==> config.mk <==
export PLATFORM = sky130hd
export DESIGN_NAME = sdfm_fault_manager
export DESIGN_NICKNAME = d
export VERILOG_FILES = /design/src/logic/sdfm_pkg.sv /design/src/logic/sdfm_fault_manager.sv
export VERILOG_INCLUDE_DIRS = /design/src /design/src/logic
export SDC_FILE = /design/constraint.sdc
export NUM_CORES = 1
export LEC_CHECK = 0
export BUFFER_PORTS_ARGS = -buffer_cell sky130_fd_sc_hd__clkbuf_2
export CORE_MARGIN = 2
export CORE_UTILIZATION = 25
export CTS_CLUSTER_DIAMETER = 200
export DETAILED_ROUTE_END_ITERATION = 16
export MAX_ROUTING_LAYER = met4
export PLACE_DENSITY_LB_ADDON = 0.1
export SETUP_SLACK_MARGIN = 0.3
export SLEW_MARGIN = 25
export SYNTH_ARGS = -nofsm -noshare
export SYNTH_HDL_FRONTEND = slang
export SYNTH_SLANG_ARGS = --single-unit
==> constraint.sdc <==
create_clock -name clk_sys_in -period 5.34 [get_ports clk_sys_in]
set_input_delay 0.801 -clock clk_sys_in [delete_from_list [all_inputs] [get_ports clk_sys_in]]
set_output_delay 0.801 -clock clk_sys_in [all_outputs]
set_load 0.1 [all_outputs]
==> src/logic/sdfm_consts.svh <==
// constants for the servo drive fault manager
`ifndef SDFM_CONSTS_SVH
`define SDFM_CONSTS_SVH
`define SDFM_CLK_MHZ         100
`define SDFM_REARM_MS        50
`define SDFM_REARM_CYCLES    (`SDFM_REARM_MS * 1000 * `SDFM_CLK_MHZ)
`define SDFM_BLINK_MS        200
`define SDFM_BLINK_CYCLES    (`SDFM_BLINK_MS * 1000 * `SDFM_CLK_MHZ)
`define SDFM_PAUSE_BLINKS    4
`define SDFM_CODE_NONE       5'h00
`define SDFM_CODE_FB_COMM    5'h11
`define SDFM_CODE_WDOG       5'h12
`define SDFM_CODE_POS_ERR    5'h13
`define SDFM_CODE_OPT_CARD   5'h14
`define SDFM_EXT_NONE        2'h0
`define SDFM_EXT_STEP_OVF    2'h1
`define SDFM_EXT_FOLLOW_OVF  2'h2
`define SDFM_EXT_AUX_FB      2'h3
`endif

==> src/logic/sdfm_pkg.sv <==
// types for the servo drive fault manager
`default_nettype none
package sdfm_pkg;
	typedef struct packed {
		logic fb_comm_fail;
		logic wdog_timeout;
		logic follow_err_ovf;
		logic step_ovf;
		logic opt_card_aux_fb;
		logic network_sync_lost;
	} sdfm_faults_type;
	typedef enum logic [2:0] {
		SDFM_RUN   = 3'b001,
		SDFM_FAULT = 3'b010,
		SDFM_REARM = 3'b100
	} sdfm_state_type;
endpackage : sdfm_pkg
`default_nettype wire

==> src/logic/sdfm_fault_manager.sv <==
// fault sorting, output-stage disable and blink-code display for the servo drive
// Operation
// - on any fault latch latched-class sources, disable output stage, show code on LED
// - non-latched faults re-enable output automatically once condition clears
// - latched faults clear only by enable input disable state or power cycle
// - keep output disabled a further 50 ms rearm delay after self-reset fault
// - with several faults arriving together only highest-priority code is displayed
// - after clear and enable cycle, show highest-priority fault still present
// - feedback link communication failure reports blink code 17
// - option card watchdog timeout reports blink code 18
// - following error or step overflow reports 19, extended code distinguishes
// - option card fault reports 20, extended aux feedback or none
`timescale 1ns/100ps
`default_nettype none
`include "sdfm_consts.svh"
module sdfm_fault_manager
	import sdfm_pkg::*;
#(
	parameter int REARM_CYCLES = `SDFM_REARM_CYCLES,
	parameter int BLINK_CYCLES = `SDFM_BLINK_CYCLES,
	parameter logic [5:0] LATCHED_MASK = 6'b11_1110
) (
	input  wire logic            clk_sys_in,
	input  wire logic            reset_n_in,
	input  wire sdfm_faults_type faults_in,
	input  wire logic            enable_n_in,
	output logic                 output_enable_out,
	output logic                 status_led_out,
	output logic [4:0]           fault_code_out,
	output logic [1:0]           extended_fault_code_out,
	output logic                 fault_active_out
);
	////////////////////////////////////////////////////////////////////////
	// parameter checks; the slot counter is six bits wide
	if (REARM_CYCLES < 1 || BLINK_CYCLES < 2) begin : g_bad_counts
		$error("sdfm: counts too small");
	end
	if (`SDFM_PAUSE_BLINKS < 1 || `SDFM_PAUSE_BLINKS > 11) begin : g_bad_pause
		$error("sdfm: pause does not fit the slot counter");
	end

	////////////////////////////////////////////////////////////////////////
	// input synchronisers
	// every fault and enable pin passes two flops; only the second one is read by logic
	logic [5:0] flt_s1_r;
	logic [5:0] flt_s2_r;
	logic       en_s1_r;
	logic       en_s2_r;
	always_ff @(posedge clk_sys_in) begin
		if (!reset_n_in) begin
			flt_s1_r <= 6'h0;
			flt_s2_r <= 6'h0;
			en_s1_r  <= 1'b1;
			en_s2_r  <= 1'b1;
		end else begin
			flt_s1_r <= faults_in;
			flt_s2_r <= flt_s1_r;
			en_s1_r  <= enable_n_in;
			en_s2_r  <= en_s1_r;
		end
	end

	////////////////////////////////////////////////////////////////////////
	// priority resolution; bit order gives the fixed priority, bit 5 highest
	// sources sharing code 19 or 20 are told apart only by the extended code
	function automatic logic [6:0] sdfm_resolve(input logic [5:0] f);
		sdfm_faults_type s;
		s = f;
		if (s.fb_comm_fail)           sdfm_resolve = {`SDFM_CODE_FB_COMM, `SDFM_EXT_NONE};
		else if (s.wdog_timeout)      sdfm_resolve = {`SDFM_CODE_WDOG, `SDFM_EXT_NONE};
		else if (s.follow_err_ovf)    sdfm_resolve = {`SDFM_CODE_POS_ERR, `SDFM_EXT_FOLLOW_OVF};
		else if (s.step_ovf)          sdfm_resolve = {`SDFM_CODE_POS_ERR, `SDFM_EXT_STEP_OVF};
		else if (s.opt_card_aux_fb)   sdfm_resolve = {`SDFM_CODE_OPT_CARD, `SDFM_EXT_AUX_FB};
		else if (s.network_sync_lost) sdfm_resolve = {`SDFM_CODE_OPT_CARD, `SDFM_EXT_NONE};
		else                          sdfm_resolve = {`SDFM_CODE_NONE, `SDFM_EXT_NONE};
	endfunction : sdfm_resolve

	////////////////////////////////////////////////////////////////////////
	// fault latching and output-stage state
	sdfm_state_type state_r;
	sdfm_state_type state_nxt;
	logic [5:0]     latched_r;
	logic [5:0]     latched_nxt;
	logic [31:0]    rearm_r;
	logic [31:0]    rearm_nxt;
	logic [6:0]     shown_r;
	logic [6:0]     shown_nxt;
	logic           oe_r;
	logic           oe_nxt;
	logic           en_prev_r;
	logic [5:0]     active;
	logic           selfres_now;

	always_comb begin
		// disable state on the enable input wipes latched sources
		if (en_s2_r)
			latched_nxt = 6'h0;
		else
			latched_nxt = latched_r;
		// a latched source still present when the clear comes is caught again
		latched_nxt = latched_nxt | (flt_s2_r & LATCHED_MASK);
		active      = latched_r | flt_s2_r;
		selfres_now = |(flt_s2_r & ~LATCHED_MASK);
		state_nxt   = state_r;
		rearm_nxt   = rearm_r;
		oe_nxt      = 1'b0;
		shown_nxt   = shown_r;
		// a fresh choice only while no code is shown, no source is active, or when the enable input leaves its disable state
		if ((en_prev_r && !en_s2_r) || shown_r[6:2] == `SDFM_CODE_NONE || active == 6'h0)
			shown_nxt = sdfm_resolve(active);
		unique case (state_r)
			SDFM_RUN: begin
				oe_nxt = !en_s2_r;
				if (active != 6'h0) begin
					state_nxt = SDFM_FAULT;
					oe_nxt    = 1'b0;
				end
			end
			SDFM_FAULT: begin
				if (active == 6'h0) begin
					state_nxt = SDFM_REARM;
					rearm_nxt = 32'(REARM_CYCLES - 1);
				end
			end
			// a fault returning during the rearm wait sends it back; the count restarts later
			SDFM_REARM: begin
				if (active != 6'h0)
					state_nxt = SDFM_FAULT;
				else if (rearm_r == 32'h0000_0000)
					state_nxt = SDFM_RUN;
				else
					rearm_nxt = rearm_r - 32'h0000_0001;
			end
		endcase
		if (!selfres_now && !(|latched_r) && active == 6'h0 && state_r == SDFM_FAULT)
			shown_nxt = {`SDFM_CODE_NONE, `SDFM_EXT_NONE};
	end

	always_ff @(posedge clk_sys_in) begin
		if (!reset_n_in) begin
			state_r   <= SDFM_RUN;
			latched_r <= 6'h0;
			rearm_r   <= 32'h0000_0000;
			shown_r   <= 7'h00;
			oe_r      <= 1'b0;
			en_prev_r <= 1'b1;
		end else begin
			state_r   <= state_nxt;
			latched_r <= latched_nxt;
			rearm_r   <= rearm_nxt;
			shown_r   <= shown_nxt;
			oe_r      <= oe_nxt;
			en_prev_r <= en_s2_r;
		end
	end

	////////////////////////////////////////////////////////////////////////
	// blink engine: code-many on/off pairs, then a pause of dark slots
	// long slots keep a burst readable by eye; a long code with its pause runs for seconds
	logic [31:0] tick_r;
	logic [31:0] tick_nxt;
	logic [5:0]  slot_r;
	logic [5:0]  slot_nxt;
	logic        led_r;
	logic        led_nxt;
	logic [5:0]  slots_total;
	logic [4:0]  code_nxt;

	always_comb begin
		// following the next code keeps the led dark in the very cycle the code clears
		code_nxt    = shown_nxt[6:2];
		slots_total = {code_nxt, 1'b0} + 6'(`SDFM_PAUSE_BLINKS * 2);
		tick_nxt    = tick_r;
		slot_nxt    = slot_r;
		led_nxt     = 1'b0;
		if (code_nxt == `SDFM_CODE_NONE) begin
			tick_nxt = 32'h0000_0000;
			slot_nxt = 6'h00;
		end else begin
			if (tick_r == 32'(BLINK_CYCLES - 1)) begin
				tick_nxt = 32'h0000_0000;
				slot_nxt = (slot_r + 6'h01 >= slots_total) ? 6'h00 : slot_r + 6'h01;
			end else
				tick_nxt = tick_r + 32'h0000_0001;
			// even slots inside the burst light the led
			led_nxt = (slot_nxt < {code_nxt, 1'b0}) && !slot_nxt[0];
		end
	end

	always_ff @(posedge clk_sys_in) begin
		if (!reset_n_in) begin
			tick_r <= 32'h0000_0000;
			slot_r <= 6'h00;
			led_r  <= 1'b0;
		end else begin
			tick_r <= tick_nxt;
			slot_r <= slot_nxt;
			led_r  <= led_nxt;
		end
	end

	////////////////////////////////////////////////////////////////////////
	// outputs straight from flip-flops
	// fault_active_out follows the next state so it rises in the cycle the output enable drops for a fault
	logic fa_r;
	logic fa_nxt;
	always_comb begin
		fa_nxt = (state_nxt != SDFM_RUN);
	end
	always_ff @(posedge clk_sys_in) begin
		if (!reset_n_in)
			fa_r <= 1'b0;
		else
			fa_r <= fa_nxt;
	end
	assign output_enable_out       = oe_r;
	assign status_led_out          = led_r;
	assign fault_code_out          = shown_r[6:2];
	assign extended_fault_code_out = shown_r[1:0];
	assign fault_active_out        = fa_r;
endmodule : sdfm_fault_manager
`default_nettype wire

==> results of run 1 <==
state kept, by name, summed over array words and instances, names as in the netlist:
signal and count:
en_prev_r 1, en_s1_r 1, en_s2_r 1, fault_active_out 1, flt_s1_r 6, flt_s2_r 6, latched_r 5, output_enable_out 1
rearm_r 32, shown_r 7, slot_r 6, state_r 3, status_led_out 1, tick_r 32
cell usage after synthesis (3+ instances only):
cell	number	area (sq um)
sky130_fd_sc_hd__a21boi_0	3	22.5
sky130_fd_sc_hd__nand2_1	34	128
sky130_fd_sc_hd__xor2_1	31	272
sky130_fd_sc_hd__nor4b_1	4	35.0
sky130_fd_sc_hd__nor3_1	21	105
sky130_fd_sc_hd__or4_1	7	52.6
sky130_fd_sc_hd__clkbuf_1	19	71.3
sky130_fd_sc_hd__nor2_1	78	293
sky130_fd_sc_hd__dfxtp_1	103	2060
sky130_fd_sc_hd__inv_1	16	60.1
sky130_fd_sc_hd__nand4_1	9	56.3
sky130_fd_sc_hd__nor2b_1	3	18.8
sky130_fd_sc_hd__or3_1	7	43.8
sky130_fd_sc_hd__or2_2	3	18.8
sky130_fd_sc_hd__nand2b_1	4	25.0
sky130_fd_sc_hd__buf_2	3	15.0
sky130_fd_sc_hd__and3_1	9	56.3
sky130_fd_sc_hd__a21oi_1	29	145
sky130_fd_sc_hd__a2111oi_0	3	26.3
sky130_fd_sc_hd__xnor2_1	29	254
sky130_fd_sc_hd__mux2i_1	4	40.0
sky130_fd_sc_hd__and4_1	10	87.6
sky130_fd_sc_hd__nor4_1	20	125
sky130_fd_sc_hd__o21ai_0	11	55.1
sky130_fd_sc_hd__nand3_1	26	130
sky130_fd_sc_hd__and2_1	18	113
sky130_fd_sc_hd__a211oi_1	4	30.0
sky130_fd_sc_hd__ha_1	14	175
stage by stage:
| stage | power [mW] | worst slack [ns] | hold WS [ns] | instance area [sq um] |
|---|---|---|---|---|
| 6_report | 1.83 | 0.760 | 0.420 | 5480 |
| 5_1_grt | 1.94 | 0.328 | 0.457 | 5480 |
| 4_1_cts | 1.86 | 0.759 | 0.427 | 5470 |
| 3_5_place_dp | 1.20 | 0.801 | 0.408 | 5190 |
| 3_3_place_gp | 1.20 | 0.948 | 0.391 | 5190 |
| 2_1_floorplan | 1.12 | 0.664 | 0.386 | 4830 |
per-layer routing:
metal	global-route usage [%]	vias up	wire, um
li1	-	1977	-
met1	15.5	1737	5720
met2	18.3	32	4850
met3	2.25	10	261
met4	3.91	0	134
met5	-	-	0
report_power, final:
group	switching (mW)	internal, mW	leakage (nW)	total (mW)
Sequential	0.0315	0.802	0.837	0.834
Clock	0.324	0.328	0.139	0.651
Combinational	0.243	0.101	1.16	0.344
area by class of cell:
cell class	count	area (sq um)	share of cell area [%]
Multi-Input combinational cell	412	2620	47.8
Sequential cell	103	2060	37.6
Tap cell	260	325	5.93
Clock buffer	9	225	4.11
Timing Repair Buffer	23	128	2.33
Clock inverter	7	62.6	1.14
Inverter	16	60.1	1.10
path summary, 6_finish.rpt:
kind,end,start,depth (start not counted),slack [ns]
max,status_led_out$_SDFF_PP0_,flt_s2_r[2]$_SDFF_PN0_,19,0.76
min reg2reg,en_s2_r$_SDFF_PN1_,en_s1_r$_SDFF_PN1_,1,0.42
max reg2reg,status_led_out$_SDFF_PP0_,flt_s2_r[2]$_SDFF_PN0_,19,0.76
min,en_s2_r$_SDFF_PN1_,en_s1_r$_SDFF_PN1_,1,0.42
cell families after synthesis:
group / after synthesis / synth area share [%]
compound gates: 69 / 9.55
xor+xnor: 60 / 10.9
fa+ha+maj: 14 / 3.63
buf+inv: 39 / 3.13
flops: 103 / 42.7
mux: 6 / 1.29
simple gates: 263 / 28.8
==> qor.json, run 1 <==
{
  "placed_design": {
    "port_buffers": 18,
    "dp_hpwl_um": 7500,
    "number_of_placed_cells_counting_well_taps": 813,
    "routabilityCongestion": 0.795
  },
  "global_route": {
    "grt_pass1_vias": 3789,
    "grt_start_max_net_pins": 30,
    "grt_antenna_before_repair": 0,
    "grt.overflow.total": 0,
    "groute.usage.overall_pct": 11.8,
    "grt_pass1_wl_um": 18800
  },
  "layout": {
    "fillers": 1985,
    "area_growth_syn_to_layout_pct": 13.4,
    "layout_commonest_cell": "sky130_fd_sc_hd__dfxtp_1",
    "post_route_cells_drive_above_1_share_pct": 9.12,
    "num-nets-final": 588,
    "antenna_diode_count": 0,
    "finish.cell_count_without_fillers": 830,
    "postLayoutCoreUtil_pct": 29.1,
    "commonest_non_fill_non_tap_cells_in_the_layout": "sky130_fd_sc_hd__dfxtp_1 (103), sky130_fd_sc_hd__nor2_1 (78), sky130_fd_sc_hd__nand2_1 (34)"
  },
  "sta": {
    "fin_crit_sh_pct": 85.8,
    "min_period_ns": 4.58,
    "hold_violations": 0,
    "maxClockFrequency_mhz": 218,
    "tns_ns": 0,
    "timing_worst_slew_pin_value_ns": 0.777,
    "rsz0062_at_grt": "false",
    "maxSlewViolCount": 0,
    "clock-skew-final_ns": 0.00939,
    "slew_hr_pct": 48.1,
    "setup_violation_total_in_the_final_timing_report": 0
  },
  "synthesis": {
    "postSynthAreaPerCell_sq_um": 8.72,
    "distinct_cell_type_count_after_synthesis": 51,
    "syn_area_sq_mm": 0.00483,
    "synth_enable_flop_cells": 0,
    "yosysWarnings": 0,
    "synth_nets": 577,
    "postSynth.asyncResetShare_pct": 0,
    "ys_seq_elements": 103,
    "sequential_to_total_area_share_from_yosys_stat_pct": 42.7,
    "synthFlopType": "sky130_fd_sc_hd__dfxtp_1",
    "synthesis.instances": 554
  },
  "detailed_routing": {
    "drt-pass1-iter-count": 4,
    "drt_first_iter_violations": 167,
    "wire_per_inst_um": 13.2,
    "drt_drc_violations_left": 0,
    "vias": 3756,
    "totalWireLength_um": 11000,
    "antenna_violating_nets_post_route": 0,
    "post_drt_via_cell_ratio": 4.53
  },
  "floorplan": {
    "die-area_sq_mm": 0.0205,
    "num_io_pins": 19,
    "height_of_the_chip_um": 143,
    "die-width_um": 143,
    "std_cell_rows": 50,
    "core_footprint_sq_mm": 0.0188,
    "initial_core_util_pct": 25.7
  },
  "setup_path": {
    "crit_path_start_kind": "register",
    "cp_slowest_stage_delay_ns": 0.51,
    "crit_chain": "nor4_1 > nand3_1 > and2_1 > nand2_1 > inv_1 > ha_1 > xnor2_1 > ha_1 > a2111oi_0 > o21ai_0 > o21ai_0 > nand2_1 > or3_1 > nand2_1 > ha_1 > a21o_1 > a21o_1 > a221o_1 > nor3_1",
    "worstPathArrival_ns": 4.85,
    "path_max_fanout": 9,
    "critical-path-slowest-cell": "sky130_fd_sc_hd__nor4_1",
    "worstPathRequired_ns": 5.61,
    "cp-end-kind": "register",
    "critPathKind": "register to register",
    "critical-path-top-delay-family": "simple AND/OR/NAND/NOR gates",
    "worst-path-buf-inv": 1
  },
  "clock_network": {
    "clkSinkCount": 103,
    "post_cts_resized": 0,
    "clk_root_buffer_cell": "sky130_fd_sc_hd__clkbuf_16",
    "worst_setup_hold_path_clk_slew_ns": 0.08,
    "cts-htree-levels": 3,
    "max-clock-path-buffers": 2,
    "cts_tree": "done",
    "cts_hold_repair.buffers": 0,
    "postCtsSetupRepairBufs": 0,
    "worstSkewPairLatency_ns": 0.35,
    "cts_inserted_buffers": 9
  },
  "flow_run": {
    "max_cap_viol_count": 0
  },
  "power": {
    "powerDensity_mw_per_mm2": 334,
    "worst_ir_drop_on_vdd_mv": 0.147,
    "leakagePower_nw": 2.13
  },
  "hold_path": {
    "min-delay-path-class": "register to register"
  },
  "run_status": {
    "run_status": "finished, final reports clean"
  }
}
No activity file was read; power rests on OpenSTA's default activity.
==> run 2: changes to the inputs <==
--- a/config.mk
+++ b/config.mk
@@ -6,6 +6,7 @@
 export SDC_FILE = /design/constraint.sdc
 export NUM_CORES = 1
 export LEC_CHECK = 0
+export ABC_AREA = 1
 export BUFFER_PORTS_ARGS = -buffer_cell sky130_fd_sc_hd__clkbuf_2
 export CORE_MARGIN = 2
 export CORE_UTILIZATION = 25
==> qor.json, run 2 <==
{
  "run_status": {
    "run_status": "finished, final reports clean"
  },
  "sta": {
    "hold_violations": 0,
    "min_period_ns": 3.43,
    "layout_setup_ws_ns": 1.91,
    "timing_worst_slew_pin_value_ns": 0.813,
    "setup_violation_total_in_the_final_timing_report": 0,
    "maxSlewViolCount": 0,
    "rsz0062_at_grt": "false",
    "fin_crit_sh_pct": 64.2,
    "slew_hr_pct": 45.7,
    "clock-skew-final_ns": 0.0172,
    "tns_ns": 0,
    "maxClockFrequency_mhz": 292
  },
  "global_route": {
    "grt.met1_usage_pct": 17.2,
    "top_usage_layer": "met2",
    "gr-usage-met2_pct": 23.4,
    "grt_pass1_vias": 5393,
    "grt_antenna_before_repair": 0,
    "grt_pass1_wl_um": 27600,
    "gr-usage-met3_pct": 2.13,
    "grt.overflow.total": 0,
    "grt_start_max_net_pins": 38,
    "groute.usage.overall_pct": 13.9
  },
  "power": {
    "leakagePower_nw": 2.99,
    "powerDensity_mw_per_mm2": 312,
    "worst_ir_drop_on_vdd_mv": 0.138
  },
  "clock_network": {
    "clk_root_buffer_cell": "sky130_fd_sc_hd__clkbuf_16",
    "cts_inserted_buffers": 9,
    "cts-htree-levels": 3,
    "cts_hold_repair.buffers": 0,
    "worst_setup_hold_path_clk_slew_ns": 0.07,
    "clkSinkCount": 103,
    "cts_tree": "done",
    "max-clock-path-buffers": 2,
    "post_cts_resized": 0,
    "worstSkewPairLatency_ns": 0.36,
    "postCtsSetupRepairBufs": 0
  },
  "synthesis": {
    "most_numerous_cell_in_the_yosys_netlist": "sky130_fd_sc_hd__nand2_1",
    "sequential_to_total_area_share_from_yosys_stat_pct": 33.9,
    "distinct_cell_type_count_after_synthesis": 41,
    "synth_nets": 942,
    "synth_area_leaders": "sky130_fd_sc_hd__dfxtp_1 (34%), sky130_fd_sc_hd__nand2_1 (14%), sky130_fd_sc_hd__inv_1 (8.2%)",
    "synth_enable_flop_cells": 0,
    "postSynth.asyncResetShare_pct": 0,
    "ys_seq_elements": 103,
    "yosys.area.top_type_share_pct": 33.9,
    "synthesis.instances": 919,
    "syn_area_sq_mm": 0.00608,
    "synth_commonest_cells": "sky130_fd_sc_hd__nand2_1 (233), sky130_fd_sc_hd__inv_1 (133), sky130_fd_sc_hd__nor2_1 (129)",
    "synthFlopType": "sky130_fd_sc_hd__dfxtp_1",
    "yosysWarnings": 0,
    "postSynthAreaPerCell_sq_um": 6.62,
    "synth_top_cell_by_area": "sky130_fd_sc_hd__dfxtp_1"
  },
  "detailed_routing": {
    "post_drt_via_cell_ratio": 4.22,
    "drt_drc_violations_left": 0,
    "drt-pass1-iter-count": 4,
    "antenna_violating_nets_post_route": 0,
    "wire_per_inst_um": 13.1,
    "vias": 5316,
    "drt_first_iter_violations": 240,
    "totalWireLength_um": 16500
  },
  "setup_path": {
    "critPathKind": "register to register",
    "worstPathRequired_ns": 5.60,
    "path_max_fanout": 8,
    "timing.reg2reg.setup_slack_ns": 1.91,
    "cp-end-kind": "register",
    "crit_path_start_kind": "register",
    "worstPathArrival_ns": 3.68
  },
  "layout": {
    "num-nets-final": 954,
    "layout_commonest_cell": "sky130_fd_sc_hd__nand2_1",
    "largest_registers": "rearm_r: 32 flops, tick_r: 32 flops, shown_r: 7 flops",
    "finish.cell_count_without_fillers": 1260,
    "post_route_cells_drive_above_1_share_pct": 12.5,
    "area_growth_syn_to_layout_pct": 11.0,
    "fillers": 2763,
    "area_of_all_placed_cells_without_fillers_sq_mm": 0.00675,
    "antenna_diode_count": 0,
    "commonest_non_fill_non_tap_cells_in_the_layout": "sky130_fd_sc_hd__nand2_1 (233), sky130_fd_sc_hd__inv_1 (133), sky130_fd_sc_hd__nor2_1 (129)",
    "postLayoutCoreUtil_pct": 28.0
  },
  "floorplan": {
    "core_footprint_sq_mm": 0.0241,
    "std_cell_rows": 57,
    "num_io_pins": 19,
    "initial_core_util_pct": 25.2,
    "die-width_um": 160,
    "die-area_sq_mm": 0.0256,
    "height_of_the_chip_um": 160
  },
  "placed_design": {
    "port_buffers": 18,
    "dp_hpwl_um": 12500,
    "dpl_worst_slack_ns": 1.85,
    "routabilityCongestion": 0.809,
    "placement.cell_area_sq_mm": 0.00646,
    "number_of_placed_cells_counting_well_taps": 1244
  },
  "hold_path": {
    "min-delay-path-class": "register to register"
  },
  "flow_run": {
    "max_cap_viol_count": 0
  }
}
[run 2: cell types whose count changed after synthesis, sizes merged, moves of 10 or more]
cell	before	now
clkbuf	20	5
o21ai	11	23
nand4	9	21
nand2	34	253
nand3	26	72
buf	3	13
and2	18	1
and4	10	0
inv	16	136
nor2	78	170
nor4	21	1
xnor2	29	10
[run 2: kinds of logic (layout without fill, tap and decap cells)]
logic type                 count (synthesis)  count (layout)  share of synthesized area [%]
and+or+nand+nor                          544             544                           40.9
buffers and inverters                    154             171                           10.4
DFF                                      103             103                           33.9
AOI/OAI and AO/OA                         67              67                           6.60
xor gates and xnor gates                  37              37                           5.33
adders and majority gates                 14              14                           2.88
[run 2: critical path, stage by stage (launching register included)]
cell and delay [ns]:
sky130_fd_sc_hd__dfxtp_1 0.30, sky130_fd_sc_hd__inv_1 0.06, sky130_fd_sc_hd__nand2_1 0.12, sky130_fd_sc_hd__nor3_4 0.23, sky130_fd_sc_hd__nand2_4 0.15, sky130_fd_sc_hd__nand2_4 0.12
sky130_fd_sc_hd__inv_1 0.07, sky130_fd_sc_hd__nand2_1 0.14, sky130_fd_sc_hd__inv_1 0.06, sky130_fd_sc_hd__ha_1 0.18, sky130_fd_sc_hd__xor2_1 0.16, sky130_fd_sc_hd__ha_1 0.30
sky130_fd_sc_hd__nand2_1 0.06, sky130_fd_sc_hd__nor2_1 0.09, sky130_fd_sc_hd__nand2_1 0.05, sky130_fd_sc_hd__nand3_1 0.14, sky130_fd_sc_hd__inv_1 0.10, sky130_fd_sc_hd__nand2_1 0.07
sky130_fd_sc_hd__nand2_1 0.04, sky130_fd_sc_hd__o21ai_0 0.07, sky130_fd_sc_hd__inv_1 0.08, sky130_fd_sc_hd__ha_1 0.29, sky130_fd_sc_hd__inv_1 0.05, sky130_fd_sc_hd__o31ai_1 0.23
sky130_fd_sc_hd__nor2_1 0.07, sky130_fd_sc_hd__nand2_1 0.06, sky130_fd_sc_hd__nor2_1 0.04
[run 2: routing by layer]
metal	up-vias	part of all wire, %	routed length, um
met5	-	0	0
li1	2880	-	-
met3	15	2.2	368
met4	0	1.5	244
met2	50	47	7760
met1	2371	49	8150
[run 2: final cells by class]
class	count	area [sq um]	area share, %
clock buffers	10	239	3.54
clock inverters	6	50.0	0.741
inverters	136	510	7.56
multi-input cells	662	3390	50.2
flip-flops and latches	103	2060	30.5
well taps	324	405	6.01
repair buffers	19	97.6	1.45
[run 2: power by group]
part           leakage, nW  total, mW  switching (mW)  internal [mW]
Sequential           0.837      0.839          0.0347          0.805
Clock                0.141      0.664           0.327          0.337
Combinational         2.01      0.603           0.446          0.157
Total                 2.99       2.11           0.808           1.30
[run 2: final timing paths]
| check | endpoint | start | depth (start not counted) |
|---|---|---|---|
| max | status_led_out$_SDFF_PP0_ | latched_r[4]$_SDFF_PN0_ | 26 |
| min | flt_s2_r[4]$_SDFF_PN0_ | flt_s1_r[4]$_SDFF_PN0_ | 2 |
| max reg2reg | status_led_out$_SDFF_PP0_ | latched_r[4]$_SDFF_PN0_ | 26 |
| min reg2reg | flt_s2_r[4]$_SDFF_PN0_ | flt_s1_r[4]$_SDFF_PN0_ | 2 |
[run 2: stage by stage]
step	hold slack [ns]	power [mW]
2_1_floorplan	0.390	1.35
3_3_place_gp	0.410	1.47
3_5_place_dp	0.411	1.47
4_1_cts	0.430	2.15
5_1_grt	0.447	2.25
6_report	0.420	2.11
